`src/common/ifsb_defines.vh`:
```
`ifndef IFSB_DEFINES_VH
`define IFSB_DEFINES_VH

// register byte offsets
`define IFSB_FLAG_STATUS_OFFSET 5'h00
`define IFSB_SET_OFFSET 5'h04
`define IFSB_CLEAR_OFFSET 5'h08
`define IFSB_PENDING_OFFSET 5'h0C

// flag positions
`define IFSB_POS_EXT_IRQ0 0
`define IFSB_POS_IN_CAPTURE1 1
`define IFSB_POS_OUT_COMPARE1 2
`define IFSB_POS_TIMER1 3
`define IFSB_POS_DMA_CH0 4
`define IFSB_POS_IN_CAPTURE2 5
`define IFSB_POS_OUT_COMPARE2 6
`define IFSB_POS_TIMER2 7
`define IFSB_POS_TIMER3 8
`define IFSB_POS_SPI1_FAULT 9
`define IFSB_POS_SPI1_EVENT 10
`define IFSB_POS_UART1_RECEIVE 11
`define IFSB_POS_UART1_TRANSMIT 12
`define IFSB_POS_ADC_GROUP 13
`define IFSB_POS_DMA_CH1 14

// implemented bits and reset value
`define IFSB_IMPL_MASK 16'h7FFF
`define IFSB_FLAG_RESET 16'h0000

// axi responses
`define IFSB_RESP_OKAY 2'h0
`define IFSB_RESP_SLVERR 2'h2

`endif

```
`src/verilog/ifsb_flag_bank.v`:
```
`timescale 1ns/1ps
`include "ifsb_defines.vh"

// Functional notes
// - bit 15 unused, reads zero, ignores writes
// - bit 14 set by dma channel one done
// - bit 4 set by dma channel zero done
// - bit 13 set by adc group done
// - bit 12 set by uart1 transmit request
// - bit 11 set by uart1 receive request
// - bit 10 set by spi1 event request
// - bit 9 set by spi1 fault request
// - bit 8 set by timer3 request
// - bit 7 set by timer2 request
// - bit 6 set by output compare two
// - bit 5 set by input capture two
// - bit 3 set by timer1 request
// - flag reads one after request or software write/set of one, else zero
// - flags read/write, zero after reset
// - bit 2 set by output compare one
// - bit 1 set by input capture one
// - bit 0 set by external irq zero
module ifsb_flag_bank #(
  parameter WIDTH = 16
) (
  input wire aclk,
  input wire aresetn,
  input wire dma_ch1_done,
  input wire adc_group_done,
  input wire uart1_transmit_req,
  input wire uart1_receive_req,
  input wire spi1_event_req,
  input wire spi1_fault_req,
  input wire timer3_req,
  input wire timer2_req,
  input wire out_compare2_req,
  input wire in_capture2_req,
  input wire dma_ch0_done,
  input wire timer1_req,
  input wire out_compare1_req,
  input wire in_capture1_req,
  input wire ext_irq0_req,
  input wire [4:0] s_axi_awaddr,
  input wire s_axi_awvalid,
  output wire s_axi_awready,
  input wire [31:0] s_axi_wdata,
  input wire [3:0] s_axi_wstrb,
  input wire s_axi_wvalid,
  output wire s_axi_wready,
  output reg [1:0] s_axi_bresp,
  output reg s_axi_bvalid,
  input wire s_axi_bready,
  input wire [4:0] s_axi_araddr,
  input wire s_axi_arvalid,
  output wire s_axi_arready,
  output reg [31:0] s_axi_rdata,
  output reg [1:0] s_axi_rresp,
  output reg s_axi_rvalid,
  input wire s_axi_rready,
  output reg [WIDTH-1:0] interrupt_flag_status_0,
  output reg any_pending_q
);

  wire [WIDTH-1:0] src_vec;
  wire [WIDTH-1:0] flag_vec;
  reg [4:0] awaddr_q;
  reg aw_held_q;
  reg [31:0] wdata_q;
  reg [3:0] wstrb_q;
  reg w_held_q;
  wire do_write;
  reg [WIDTH-1:0] wr_en_v;
  reg [WIDTH-1:0] set_en_v;
  reg [WIDTH-1:0] clr_en_v;
  wire [WIDTH-1:0] lane_mask;
  reg [31:0] rdata_d;
  reg [1:0] rresp_d;
  reg wr_ok;

  // channel handshake strobes
  wire aw_take;
  wire w_take;
  wire ar_take;

  // next values of the registers below
  reg aw_held_d;
  reg w_held_d;
  reg [4:0] awaddr_d;
  reg [31:0] wdata_d;
  reg [3:0] wstrb_d;
  reg bvalid_d;
  reg [1:0] bresp_d;
  reg rvalid_d;
  reg [WIDTH-1:0] status_d;
  reg pending_d;

  // source requests placed on their flag positions
  assign src_vec[15] = 1'b0;
  assign src_vec[`IFSB_POS_DMA_CH1] = dma_ch1_done;
  assign src_vec[`IFSB_POS_ADC_GROUP] = adc_group_done;
  assign src_vec[`IFSB_POS_UART1_TRANSMIT] = uart1_transmit_req;
  assign src_vec[`IFSB_POS_UART1_RECEIVE] = uart1_receive_req;
  assign src_vec[`IFSB_POS_SPI1_EVENT] = spi1_event_req;
  assign src_vec[`IFSB_POS_SPI1_FAULT] = spi1_fault_req;
  assign src_vec[`IFSB_POS_TIMER3] = timer3_req;
  assign src_vec[`IFSB_POS_TIMER2] = timer2_req;
  assign src_vec[`IFSB_POS_OUT_COMPARE2] = out_compare2_req;
  assign src_vec[`IFSB_POS_IN_CAPTURE2] = in_capture2_req;
  assign src_vec[`IFSB_POS_DMA_CH0] = dma_ch0_done;
  assign src_vec[`IFSB_POS_TIMER1] = timer1_req;
  assign src_vec[`IFSB_POS_OUT_COMPARE1] = out_compare1_req;
  assign src_vec[`IFSB_POS_IN_CAPTURE1] = in_capture1_req;
  assign src_vec[`IFSB_POS_EXT_IRQ0] = ext_irq0_req;

  // address and data channels held until both present
  assign s_axi_awready = !aw_held_q && !s_axi_bvalid;
  assign s_axi_wready = !w_held_q && !s_axi_bvalid;
  assign do_write = aw_held_q && w_held_q;

  // a channel moves one item when valid and ready meet
  assign aw_take = s_axi_awvalid && s_axi_awready;
  assign w_take = s_axi_wvalid && s_axi_wready;
  assign ar_take = s_axi_arvalid && s_axi_arready;

  // next write capture; a finished write frees both slots
  always @* begin
    aw_held_d = aw_held_q;
    w_held_d = w_held_q;
    awaddr_d = awaddr_q;
    wdata_d = wdata_q;
    wstrb_d = wstrb_q;
    if (do_write) begin
      aw_held_d = 1'b0;
      w_held_d = 1'b0;
    end else begin
      if (aw_take) begin
        aw_held_d = 1'b1;
        awaddr_d = s_axi_awaddr;
      end
      if (w_take) begin
        w_held_d = 1'b1;
        wdata_d = s_axi_wdata;
        wstrb_d = s_axi_wstrb;
      end
    end
  end

  // write capture registers
  always @(posedge aclk) begin
    if (!aresetn) begin
      aw_held_q <= 1'b0;
      w_held_q <= 1'b0;
      awaddr_q <= 5'h00;
      wdata_q <= 32'h0000_0000;
      wstrb_q <= 4'h0;
    end else begin
      aw_held_q <= aw_held_d;
      w_held_q <= w_held_d;
      awaddr_q <= awaddr_d;
      wdata_q <= wdata_d;
      wstrb_q <= wstrb_d;
    end
  end

  // byte lanes cover the low sixteen bits only
  assign lane_mask = {{8{wstrb_q[1]}}, {8{wstrb_q[0]}}};

  // decode write into direct, set and clear strobes
  always @* begin
    wr_en_v = {WIDTH{1'b0}};
    set_en_v = {WIDTH{1'b0}};
    clr_en_v = {WIDTH{1'b0}};
    wr_ok = 1'b1;
    if (do_write) begin
      case (awaddr_q)
        `IFSB_FLAG_STATUS_OFFSET: begin
          wr_en_v = lane_mask & `IFSB_IMPL_MASK;
        end
        `IFSB_SET_OFFSET: begin
          set_en_v = lane_mask & wdata_q[15:0] & `IFSB_IMPL_MASK;
        end
        `IFSB_CLEAR_OFFSET: begin
          clr_en_v = lane_mask & wdata_q[15:0] & `IFSB_IMPL_MASK;
        end
        `IFSB_PENDING_OFFSET: begin
          wr_ok = 1'b1; // read-only, write dropped
        end
        default: begin
          wr_ok = 1'b0;
        end
      endcase
    end
  end

  // next write response; it stands until bready takes it
  always @* begin
    bvalid_d = s_axi_bvalid;
    bresp_d = s_axi_bresp;
    if (do_write) begin
      bvalid_d = 1'b1;
      bresp_d = wr_ok ? `IFSB_RESP_OKAY : `IFSB_RESP_SLVERR;
    end else if (s_axi_bvalid && s_axi_bready) begin
      bvalid_d = 1'b0;
    end
  end

  // write response registers
  always @(posedge aclk) begin
    if (!aresetn) begin
      s_axi_bvalid <= 1'b0;
      s_axi_bresp <= `IFSB_RESP_OKAY;
    end else begin
      s_axi_bvalid <= bvalid_d;
      s_axi_bresp <= bresp_d;
    end
  end

  // one sticky cell per implemented flag
  genvar gi;
  generate
    for (gi = 0; gi < WIDTH - 1; gi = gi + 1) begin : g_flag
      ifsb_flag_cell u_cell (
        .aclk(aclk),
        .aresetn(aresetn),
        .src_set(src_vec[gi]),
        .wr_en(wr_en_v[gi]),
        .wr_val(wdata_q[gi]),
        .set_en(set_en_v[gi]),
        .clr_en(clr_en_v[gi]),
        .flag_q(flag_vec[gi])
      );
    end
  endgenerate
  assign flag_vec[WIDTH-1] = 1'b0;

  // next processor-side copy; top bit never shows a flag
  always @* begin
    status_d = flag_vec & `IFSB_IMPL_MASK;
    pending_d = |flag_vec;
  end

  // registered copy of the flags for the processor side
  always @(posedge aclk) begin
    if (!aresetn) begin
      interrupt_flag_status_0 <= `IFSB_FLAG_RESET;
      any_pending_q <= 1'b0;
    end else begin
      interrupt_flag_status_0 <= status_d;
      any_pending_q <= pending_d;
    end
  end

  // read data mux
  assign s_axi_arready = !s_axi_rvalid;

  always @* begin
    rdata_d = 32'h0000_0000;
    rresp_d = `IFSB_RESP_OKAY;
    case (s_axi_araddr)
      `IFSB_FLAG_STATUS_OFFSET: begin
        rdata_d = {16'h0000, flag_vec & `IFSB_IMPL_MASK};
      end
      `IFSB_SET_OFFSET: begin
        rdata_d = 32'h0000_0000;
      end
      `IFSB_CLEAR_OFFSET: begin
        rdata_d = 32'h0000_0000;
      end
      `IFSB_PENDING_OFFSET: begin
        rdata_d = {31'h0000_0000, |flag_vec};
      end
      default: begin
        rresp_d = `IFSB_RESP_SLVERR;
      end
    endcase
  end

  // next read valid; data stands until rready takes it
  always @* begin
    rvalid_d = s_axi_rvalid;
    if (ar_take) begin
      rvalid_d = 1'b1;
    end else if (s_axi_rvalid && s_axi_rready) begin
      rvalid_d = 1'b0;
    end
  end

  // read response registers, data captured with the address
  always @(posedge aclk) begin
    if (!aresetn) begin
      s_axi_rvalid <= 1'b0;
      s_axi_rdata <= 32'h0000_0000;
      s_axi_rresp <= `IFSB_RESP_OKAY;
    end else begin
      s_axi_rvalid <= rvalid_d;
      if (ar_take) begin
        s_axi_rdata <= rdata_d;
        s_axi_rresp <= rresp_d;
      end
    end
  end

endmodule

```
`src/verilog/ifsb_flag_cell.v`:
```
`timescale 1ns/1ps
`include "ifsb_defines.vh"

// one sticky flag: source set wins over software write
module ifsb_flag_cell (
  input wire aclk,
  input wire aresetn,
  input wire src_set,
  input wire wr_en,
  input wire wr_val,
  input wire set_en,
  input wire clr_en,
  output reg flag_q
);

  reg flag_d;

  // next value: hardware set has top priority
  always @* begin
    flag_d = flag_q;
    if (wr_en) begin
      flag_d = wr_val;
    end
    if (set_en) begin
      flag_d = 1'b1;
    end
    if (clr_en) begin
      flag_d = 1'b0;
    end
    if (src_set) begin
      flag_d = 1'b1;
    end
  end

  // flag storage
  always @(posedge aclk) begin
    if (!aresetn) begin
      flag_q <= 1'b0;
    end else begin
      flag_q <= flag_d;
    end
  end

endmodule

```
`config.mk`:
```
export PLATFORM = sky130hd
export DESIGN_NAME = ifsb_flag_bank
export DESIGN_NICKNAME = d
export VERILOG_FILES = /design/src/verilog/ifsb_flag_bank.v /design/src/verilog/ifsb_flag_cell.v
export VERILOG_INCLUDE_DIRS = /design/src /design/src/common
export SDC_FILE = /design/constraint.sdc
export NUM_CORES = 1
export LEC_CHECK = 0
export BUFFER_PORTS_ARGS = -buffer_cell sky130_fd_sc_hd__buf_2
export CAP_MARGIN = 20
export CORE_AREA = 2 2 84 86
export DETAILED_ROUTE_END_ITERATION = 10
export DIE_AREA = 0 0 86 88
export GPL_ROUTABILITY_DRIVEN = 0
export GPL_TIMING_DRIVEN = 1
export PLACE_DENSITY = 0.85
export SLEW_MARGIN = 5
export SYNTH_ARGS = -nofsm -noshare
export SYNTH_HDL_FRONTEND = slang
export SYNTH_SLANG_ARGS = --single-unit
```
`constraint.sdc`:
```
create_clock -name aclk -period 1.7 [get_ports aclk]
set_input_delay 0.17 -clock aclk [delete_from_list [all_inputs] [get_ports aclk]]
set_output_delay 0.17 -clock aclk [all_outputs]
set_load 0.02 [all_outputs]
```
-- Word level (Yosys, flattened, before mapping)
Index checks and enable logic that the tools add are counted.
- bits in latches: 0
- output and inout bits: 58
- memories: 0
- ROM bits: 0
- logic and storage cells: 149
- memory bits (writable): 0
- register bits after elaboration: 94
- divide/modulo/power cells: 0
- $add $sub $neg: 0
- magnitude comparators: 0
- reduce and logical (&&, ||, !) cells: 37
- eq/ne operators: 6
- shift-type cells: 0
- bitwise gates (word level): 3
- muxes and demuxes: 75
- multiply operators: 0
- operators with widths (kind ; count):
    $mux W15 ; 6
    $mux W1 ; 66
    $reduce_bool A4 Y1 ; 15
    $pmux W15 S2 ; 1
    $eq A5 B4 Y1 const B ; 4
    $and A15 B15 Y15 ; 1
    $reduce_or A15 Y1 ; 1
    $eq A5 B3 Y1 const B ; 2
    $logic_not A5 Y1 ; 2
    $logic_and A1 B1 Y1 ; 8
    $reduce_or A4 Y1 ; 2
    $logic_not A1 Y1 ; 4
    $mux W2 ; 2
    $reduce_and A2 Y1 ; 2
    $reduce_bool A2 Y1 ; 2
    $not A1 Y1 ; 2
    $reduce_or A2 Y1 ; 1

-- Logic depth before layout (Yosys ltp)
Gate-level depths: netlist (run 1).
- word-level depth: 7
- gate-level depth with buffers: 6

-- By module
Synthesis (run 1) repeated with hierarchy kept, for this count alone.
- cells, all modules: 319
- area total of the unflattened synthesis: 3081.7 µm²
- by module, submodules not included (module ; sequential area each (µm²) ; area each (µm²) ; instances ; cells an instance):
    ifsb_flag_bank ; 1181.1 ; 2368.5 ; 1 ; 259
    ifsb_flag_cell ; 20.0 ; 47.5 ; 15 ; 4

-- Least setup slack after synthesis (run 1)
No wires, ideal clock.
- path kind: register to register
- from: register s_axi_bvalid
- to: register wdata_q[10]
- slack: 172 ps
- setup time: 76 ps
- buffers on the path: 2
- required time: 1624 ps
- arrival: 1453 ps
- clock period less this slack: 1528 ps
- stages on the path, launching flop included: 7
- cells stage by stage: dfxtp_1 > nor2_1 > and2_1 > buf_2 > buf_2 > nand2_1 > a21boi_0
- word-level cells in the longest chain between the ends: 4
- ends and longest elaborated chain (item ; RTL line ; source):
    start, declared ; ifsb_flag_bank.v:51 ; output reg s_axi_bvalid,
    start signal, assigned ; ifsb_flag_bank.v:213 ; s_axi_bvalid <= bvalid_d;
    $logic_not A1 Y1 ; ifsb_flag_bank.v:117 ; assign s_axi_wready = !w_held_q && !s_axi_bvalid;
    $logic_and A1 B1 Y1 ; ifsb_flag_bank.v:117 ;
    net s_axi_wready ; ifsb_flag_bank.v:49 ; output wire s_axi_wready,
    $logic_and A1 B1 Y1 ; ifsb_flag_bank.v:122 ; assign w_take = s_axi_wvalid && s_axi_wready;
    $reduce_and A2 Y1 (no source line) ; n/a ;
    end signal, assigned ; ifsb_flag_bank.v:160 ; wdata_q <= wdata_d;
    end, declared ; ifsb_flag_bank.v:68 ; reg [31:0] wdata_q;
The timed path passes the listed nets, and every way through them passes these cells.
A chain may end at the register's enable or synchronous reset.

-- Final worst setup path (run 1)
- from: register awaddr_q[0]
- to: register g_flag[13].u_cell.flag_q
- word-level cells in the longest chain between the ends: 6
- ends and longest elaborated chain (item ; RTL line ; source):
    start, declared ; ifsb_flag_bank.v:66 ; reg [4:0] awaddr_q;
    start signal, assigned ; ifsb_flag_bank.v:159 ; awaddr_q <= awaddr_d;
    $eq A5 B3 Y1 ; ifsb_flag_bank.v:175 ; case (awaddr_q)
    $mux W15 ; ifsb_flag_bank.v:175 ;
    $mux W15 ; ifsb_flag_bank.v:174 ; if (do_write) begin
    $mux W1 ; ifsb_flag_cell.v:24 ; if (set_en) begin
    $mux W1 ; ifsb_flag_cell.v:27 ; if (clr_en) begin
    $mux W1 ; ifsb_flag_cell.v:30 ; if (src_set) begin
    end signal, assigned ; ifsb_flag_cell.v:40 ; flag_q <= flag_d;
    end, declared ; ifsb_flag_cell.v:13 ; output reg flag_q
Several ways; a longest one is shown, not always the timed one.

==> reports/metrics.cfg, run 1 <==
[status]
status=completed

[global_route]
grt_max_degree=74
grt_first_pass_wirelength_mm=11.0
antenna_found_initial=1
grt_overflow_total=0
grt_pass1_vias=2362
grt_util_all_layers_pct=18.8

[job]
drv_cap=0

[detailed_routing]
routed_wirelength_mm=6.79
final_antenna_net_count=0
drt_iter0_drc=112
wl_per_cell_um=13.6
dr.pass1.iters=4
viasPerCell=5.12
num_vias=2548
drc=0

[worst_setup_path]
crit_path_start=awaddr_q[0]$_SDFFE_PN0P_
crit_type=reg -> reg
crit_path_end_kind=register
crit_family=simple AND/OR/NAND/NOR gates
worstPathArrival_ns=1.75
reg2reg_depth=5
rr_endpoint=g_flag[13].u_cell.flag_q$_SDFFE_PN0P_
r2r_slack_ns=0.21
crit_fanout=15
r2r-start=awaddr_q[0]$_SDFFE_PN0P_
path_buf_inv=1
required_ns=1.96
path_cells=or3_4 > nor3_4 > buf_4 > a2111oi_0 > nor3b_1
cp_slowest_stage_delay_ns=0.43
critPathSlowestCell=or3_4
critPathLaunchType=register

[synthesis]
synth-seq-cells=74
syn-instance-count=327
ys_warn_count=0
yosys.area.top_type=dfxtp_1
synth.distinct_cells=39
yosys.area_share.simple_pct=17.5
synthXorXnorAreaFrac_pct=4.55
ys_seq_area_share_pct=48.1
postSynthAreaPerCell_um2=9.42
synth-adder-area-share_pct=0
synth_top_family_by_area=compound AO/OA/AOI/OAI gates
synth_area_um2=3080
synthTopCellsByArea=dfxtp_1 (48%), nand2_1 (6.8%), buf_4 (5.4%), a21boi_0 (4.4%), a22o_1 (4.0%)
synthMuxAreaShare_pct=1.62
synth.top_cell.area_share_pct=48.1
synth_compound_area_share_pct=19.9

[timing]
tightestPinTransition_ns=0.599
slew_headroom_pct=59.9
period_minus_slack_ns=1.49
hold_violations=0
fmaxAchievable_mhz=670
report.final.slew_viol_count=0
setup_viol=0
fin_crit_sh_pct=87.8
finClkSkew_ns=0.00502
rsz0062_at_grt=false
finalSetupTns_ns=0

[finish]
fin_util_pct=56.1
area_delta_synth_final_pct=20.9
nFillCells=584
insertedDiodeCount=0
drive_above_1_share_pct=28.0
nets=481

[cts]
cts_buffer_depth=2
clock_latency_ns=0.34
cts.sinks=74
post_cts_buffers=0
clockRootBuffer=clkbuf_8
cts_resized=0
cts_inserted_buffers=9
htree_levels=3
tritoncts=done
clk_pin_slew_ns=0.07
postCtsHoldBufs=0

[floorplan]
die_w_um=86
std_cell_rows=30
start_util_pct=46.4
coreArea_um2=6640
fp.dieH_um=88
dieArea_um2=7570
pin_count=126

[place]
port-buffer-count=86
post-dp-hpwl_mm=4.90

[hold_path]
hold_depth=3
hold_path.class=in -> reg
hp-start=dma_ch1_done
timing.hold.worst_endpoint=g_flag[14].u_cell.flag_q$_SDFFE_PN0P_

[power]
powerDensity_nw_per_um2=1060
power_leakage_nw=1.70
ir_worst_vdd_mv=0.484

## Yosys cell counts
library cell / n
a2111oi_0: 1
a211oi_1: 14
a21boi_0: 18
a21oi_1: 1
a22o_1: 14
a31oi_1: 3
and2_1: 18
and3_1: 2
buf_1: 2
buf_2: 8
buf_4: 22
buf_6: 1
clkbuf_1: 6
clkbuf_2: 1
conb_1: 1
dfxtp_1: 74
inv_1: 1
mux2i_1: 5
nand2_1: 56
nand2b_1: 1
nand3_1: 2
nand4_1: 1
nor2_1: 8
nor2_2: 1
nor2b_1: 7
nor3_1: 2
nor3_2: 1
nor3_4: 1
nor3b_1: 3
nor4_1: 3
nor4_2: 1
o211a_1: 2
o211ai_1: 1
o21ai_0: 4
o21ai_1: 11
o221ai_1: 13
or3_4: 1
xnor2_1: 3
xor2_1: 13
## worst reg2reg max path, cell delays in order (launching register included)
cell       delay (ns)
dfxtp_1          0.34
or3_4            0.43
nor3_4           0.11
buf_4            0.23
a2111oi_0        0.10
nor3b_1          0.20
## state kept, by name, indices dropped and copies added (netlist names)
register and flops:
s_axi_rdata 15, w_held_q 1, any_pending_q 1, s_axi_rvalid 1
wdata_q 15, g_flag.u_cell.flag_q 15, s_axi_bresp 1, interrupt_flag_status_0 15
awaddr_q 5, aw_held_q 1, s_axi_bvalid 1, wstrb_q 2
s_axi_rresp 1
## stage by stage
stage                     std cells  instance area [um2]  hold WS [ns]  setup slack (ns)  total power, mW
after floorplan                 346                 3150         0.279             0.172             2.44
after global placement          482                 3520         0.376             0.178             2.58
after detailed placement        482                 3520         0.378             0.119             2.60
after CTS                       498                 3720        0.0128             0.106             3.98
after global routing            498                 3730        0.0214            0.0814             4.14
final                           498                 3730        0.0263             0.207             3.94
## worst max path at each step
stage / endpoint / cells past startpoint
5_1_grt: g_flag[13].u_cell.flag_q$_SDFFE_PN0P_ / 5
3_5_place_dp: s_axi_rdata[6]$_SDFFE_PN0P_ / 3
2_1_floorplan: wdata_q[10]$_SDFFE_PN0P_ / 6
4_1_cts: s_axi_rdata[6]$_SDFFE_PN0P_ / 3
3_3_place_gp: s_axi_rdata[7]$_SDFFE_PN0P_ / 3
6_report: g_flag[13].u_cell.flag_q$_SDFFE_PN0P_ / 5
## logic make-up after synthesis
family,count (synthesis)
AO/OA/AOI/OAI,82
XOR/XNOR,16
buffers and inverters,41
flip-flops,74
multiplexers,5
other,1
AND/OR/NAND/NOR,108
## routing by layer
layer	vias to the layer above	part of all wire, %	GRT usage (%)
li1	1279	-	-
met5	-	0.16	0
met1	1154	44	22.3
met2	95	46	30.9
met3	18	7.6	5.94
met4	2	2.5	9.09
## power by group
part	internal (mW)	switching, mW	leakage, nW
Clock	0.756	0.625	0.0986
Combinational	0.254	0.351	0.991
Sequential	1.85	0.108	0.609
Total	2.86	1.08	1.70
## layout make-up
cell class | count | area, um2 | share of cell area [%]
Inverter | 1 | 3.75 | 0.101
Sequential cell | 74 | 1480 | 39.7
Clock inverter | 4 | 50.0 | 1.34
Timing Repair Buffer | 96 | 518 | 13.9
Multi-Input combinational cell | 231 | 1420 | 38.1
Clock buffer | 12 | 155 | 4.16
Tap cell | 80 | 100 | 2.69
## placed cells by master, fill, tap and decap left out, drive strengths merged
master    instances
dfxtp            74
o21ai            15
nand2            56
or3               1
a21boi           18
clkinv            1
and3              2
xnor2             3
nor2              9
nor2b             7
a31oi             3
conb             20
nor4              4
nand4             1
a22o             14
bufinv            1
clkbuf           12
inv               1
nor3b             3
clkinvlp          2
and2             18
a211oi           14
nand3             2
o211ai            1
nand2b            1
a2111oi           1
xor2             13
o221ai           13
o211a             2
a21oi             1
nor3              4
buf              96
mux2i             5
Power figures use the tool's default switching activity.
==> inputs of run 2 (changes only) <==
==> constraint.sdc (replaced) <==
create_clock -name aclk -period 1.8 [get_ports aclk]
set_input_delay 0.18 -clock aclk [delete_from_list [all_inputs] [get_ports aclk]]
set_output_delay 0.18 -clock aclk [all_outputs]
set_load 0.02 [all_outputs]
==> run 2 against run 1 <==
Clock power down 14%. Sequential share of layout area up 0.38 points. Sequential cell count is the same. Non-clock buffer count stayed put. Count of clock-buffer cells in the layout shrank 2. Fmax decreased by 5.8%. Critical path type unchanged. Critical endpoint is now s_axi_rdata[13]$_SDFFE_PN0P_. Highest routed layer is now met4.
==> reports/metrics.cfg, run 2 (synthesized netlist as in run 1, its figures left out) <==
[global_route]
grt_util_all_layers_pct=19.0  ; +0.19 points
grt_first_pass_wirelength_mm=11.2  ; +1.8%
grt_max_degree=74  ; unchanged
grt_pass1_vias=2388  ; +1.1%
grt_overflow_total=0  ; unchanged
antenna_found_initial=0  ; -1

[cts]
tritoncts=done
clock_latency_ns=0.34  ; about the same
clk_pin_slew_ns=0.07  ; about the same
cts.sinks=74  ; unchanged
cts_buffer_depth=2  ; unchanged
htree_levels=3  ; unchanged
cts_inserted_buffers=9  ; unchanged
cts_resized=0  ; unchanged
postCtsHoldBufs=0  ; unchanged
post_cts_buffers=0  ; unchanged
clockRootBuffer=clkbuf_8

[worst_setup_path]
crit_type=reg -> reg
crit_path_end_kind=register
crit_path_start=s_axi_rvalid$_SDFFE_PN0P_
critPathLaunchType=register
path_cells=nor2b_1 > nor2b_1 > a22o_1
r2r-start=s_axi_rvalid$_SDFFE_PN0P_
worstPathArrival_ns=1.87  ; +0.12 ns
required_ns=2.08  ; +0.12 ns
cpMostUsedCell=nor2b_1
cp_slowest_stage_delay_ns=0.77  ; +0.34 ns
critPathSlowestCell=nor2b_1
crit_fanout=15  ; unchanged

[hold_path]
hp-start=spi1_event_req
hold_path.class=in -> reg

[timing]
setup_viol=0  ; unchanged
slew_headroom_pct=34.3  ; -26 points
report.final.slew_viol_count=0  ; unchanged
fin_crit_sh_pct=88.0  ; +0.21 points
hold_violations=0  ; unchanged
period_minus_slack_ns=1.58  ; +0.0917 ns
fmaxAchievable_mhz=631  ; -5.8%
finalSetupTns_ns=0  ; unchanged
tightestPinTransition_ns=0.984  ; +0.385 ns
finClkSkew_ns=0.00628  ; +0.00126 ns
rsz0062_at_grt=false
whs_ns=0.0353  ; +0.00900 ns

[floorplan]
start_util_pct=46.4  ; unchanged
dieArea_um2=7570  ; unchanged
pin_count=126  ; unchanged
std_cell_rows=30  ; unchanged
coreArea_um2=6640  ; unchanged
die_w_um=86  ; unchanged
fp.dieH_um=88  ; unchanged

[place]
post-dp-hpwl_mm=4.91  ; +0.11%
port-buffer-count=86  ; unchanged

[detailed_routing]
drc=0  ; unchanged
num_vias=2586  ; +1.5%
wl_per_cell_um=13.7  ; +0.24%
final_antenna_net_count=0  ; unchanged
routed_wirelength_mm=6.78  ; -0.16%
viasPerCell=5.21  ; +1.9%
drt_iter0_drc=148  ; +32%
dr.pass1.iters=4  ; unchanged

[finish]
drive_above_1_share_pct=27.4  ; -0.59 points
seq_area_um2=1480  ; unchanged
area_delta_synth_final_pct=19.8
final_common_cell=buf_2
multiInputGateArea_um2=1420  ; -0.18%
nFillCells=613  ; +5.0%
insertedDiodeCount=0  ; unchanged
final_cell_mix=buf_2 (86), dfxtp_1 (74), nand2_1 (56), conb_1 (20)
nets=481  ; unchanged

[power]
power_leakage_nw=1.69  ; -0.47%
powerDensity_nw_per_um2=975  ; -7.9%
ir_worst_vdd_mv=0.384  ; -21%

[status]
status=completed

[job]
drv_cap=0  ; unchanged

## run 2: cell types whose count changed in the layout (fill, tap and decap cells not counted)
cell	change
nor2b_1	+1
nor2b_2	-1
clkinvlp_4	-2
clkbuf_8	-2
clkinv_2	+2
## run 2: path summary, 6_finish.rpt
path                                                               to  slack [ns]  cells past startpoint
worst min register to register                wstrb_q[0]$_SDFFE_PN0P_        0.47                      2
worst min-delay path            g_flag[10].u_cell.flag_q$_SDFFE_PN0P_        0.04                      3
worst max-delay path                     s_axi_rdata[13]$_SDFFE_PN0P_        0.22                      3
worst max register to register           s_axi_rdata[13]$_SDFFE_PN0P_        0.22                      3
## run 2: worst max-delay path: cells and delay by family (launching register included)
kind	cells	cell delay (ns)
DFF	1	0.39
and+or+nand+nor	2	0.87
AOI/OAI and AO/OA	1	0.27
## run 2: layer usage
metal	vias up	share of wire, %	global-route usage [%]
met5	-	0	0
li1	1280	-	-
met4	0	1.8	8.66
met2	99	47	31.5
met3	16	7.8	6.13
met1	1191	43	22.4
## run 2: where the power goes
part / internal (mW) / switching (mW)
Clock: 0.618 / 0.559
Sequential: 1.75 / 0.103
Combinational: 0.239 / 0.332
Total: 2.60 / 0.994
## run 2: layout make-up
class | instances | share of cell area, %
clock inverter | 4 | 1.22
clock buffer | 10 | 3.46
sequential | 74 | 40.1
inverter | 1 | 0.102
timing repair buffer | 96 | 14.0
multi-input combinational | 231 | 38.4
tap | 80 | 2.71
## run 2: through the flow
stage          setup slack [ns]  instances  total power, mW  cell area [um2]  utilization (%)
2_1_floorplan             0.272        346             2.30             3150                -
4_1_cts                   0.183        496             3.63             3690             55.6
3_5_place_dp              0.207        482             2.46             3520             53.0
3_3_place_gp              0.276        482             2.44             3520             53.0
5_1_grt                  0.0800        496             3.78             3690             55.6
6_report                  0.215        496             3.60             3690             55.6
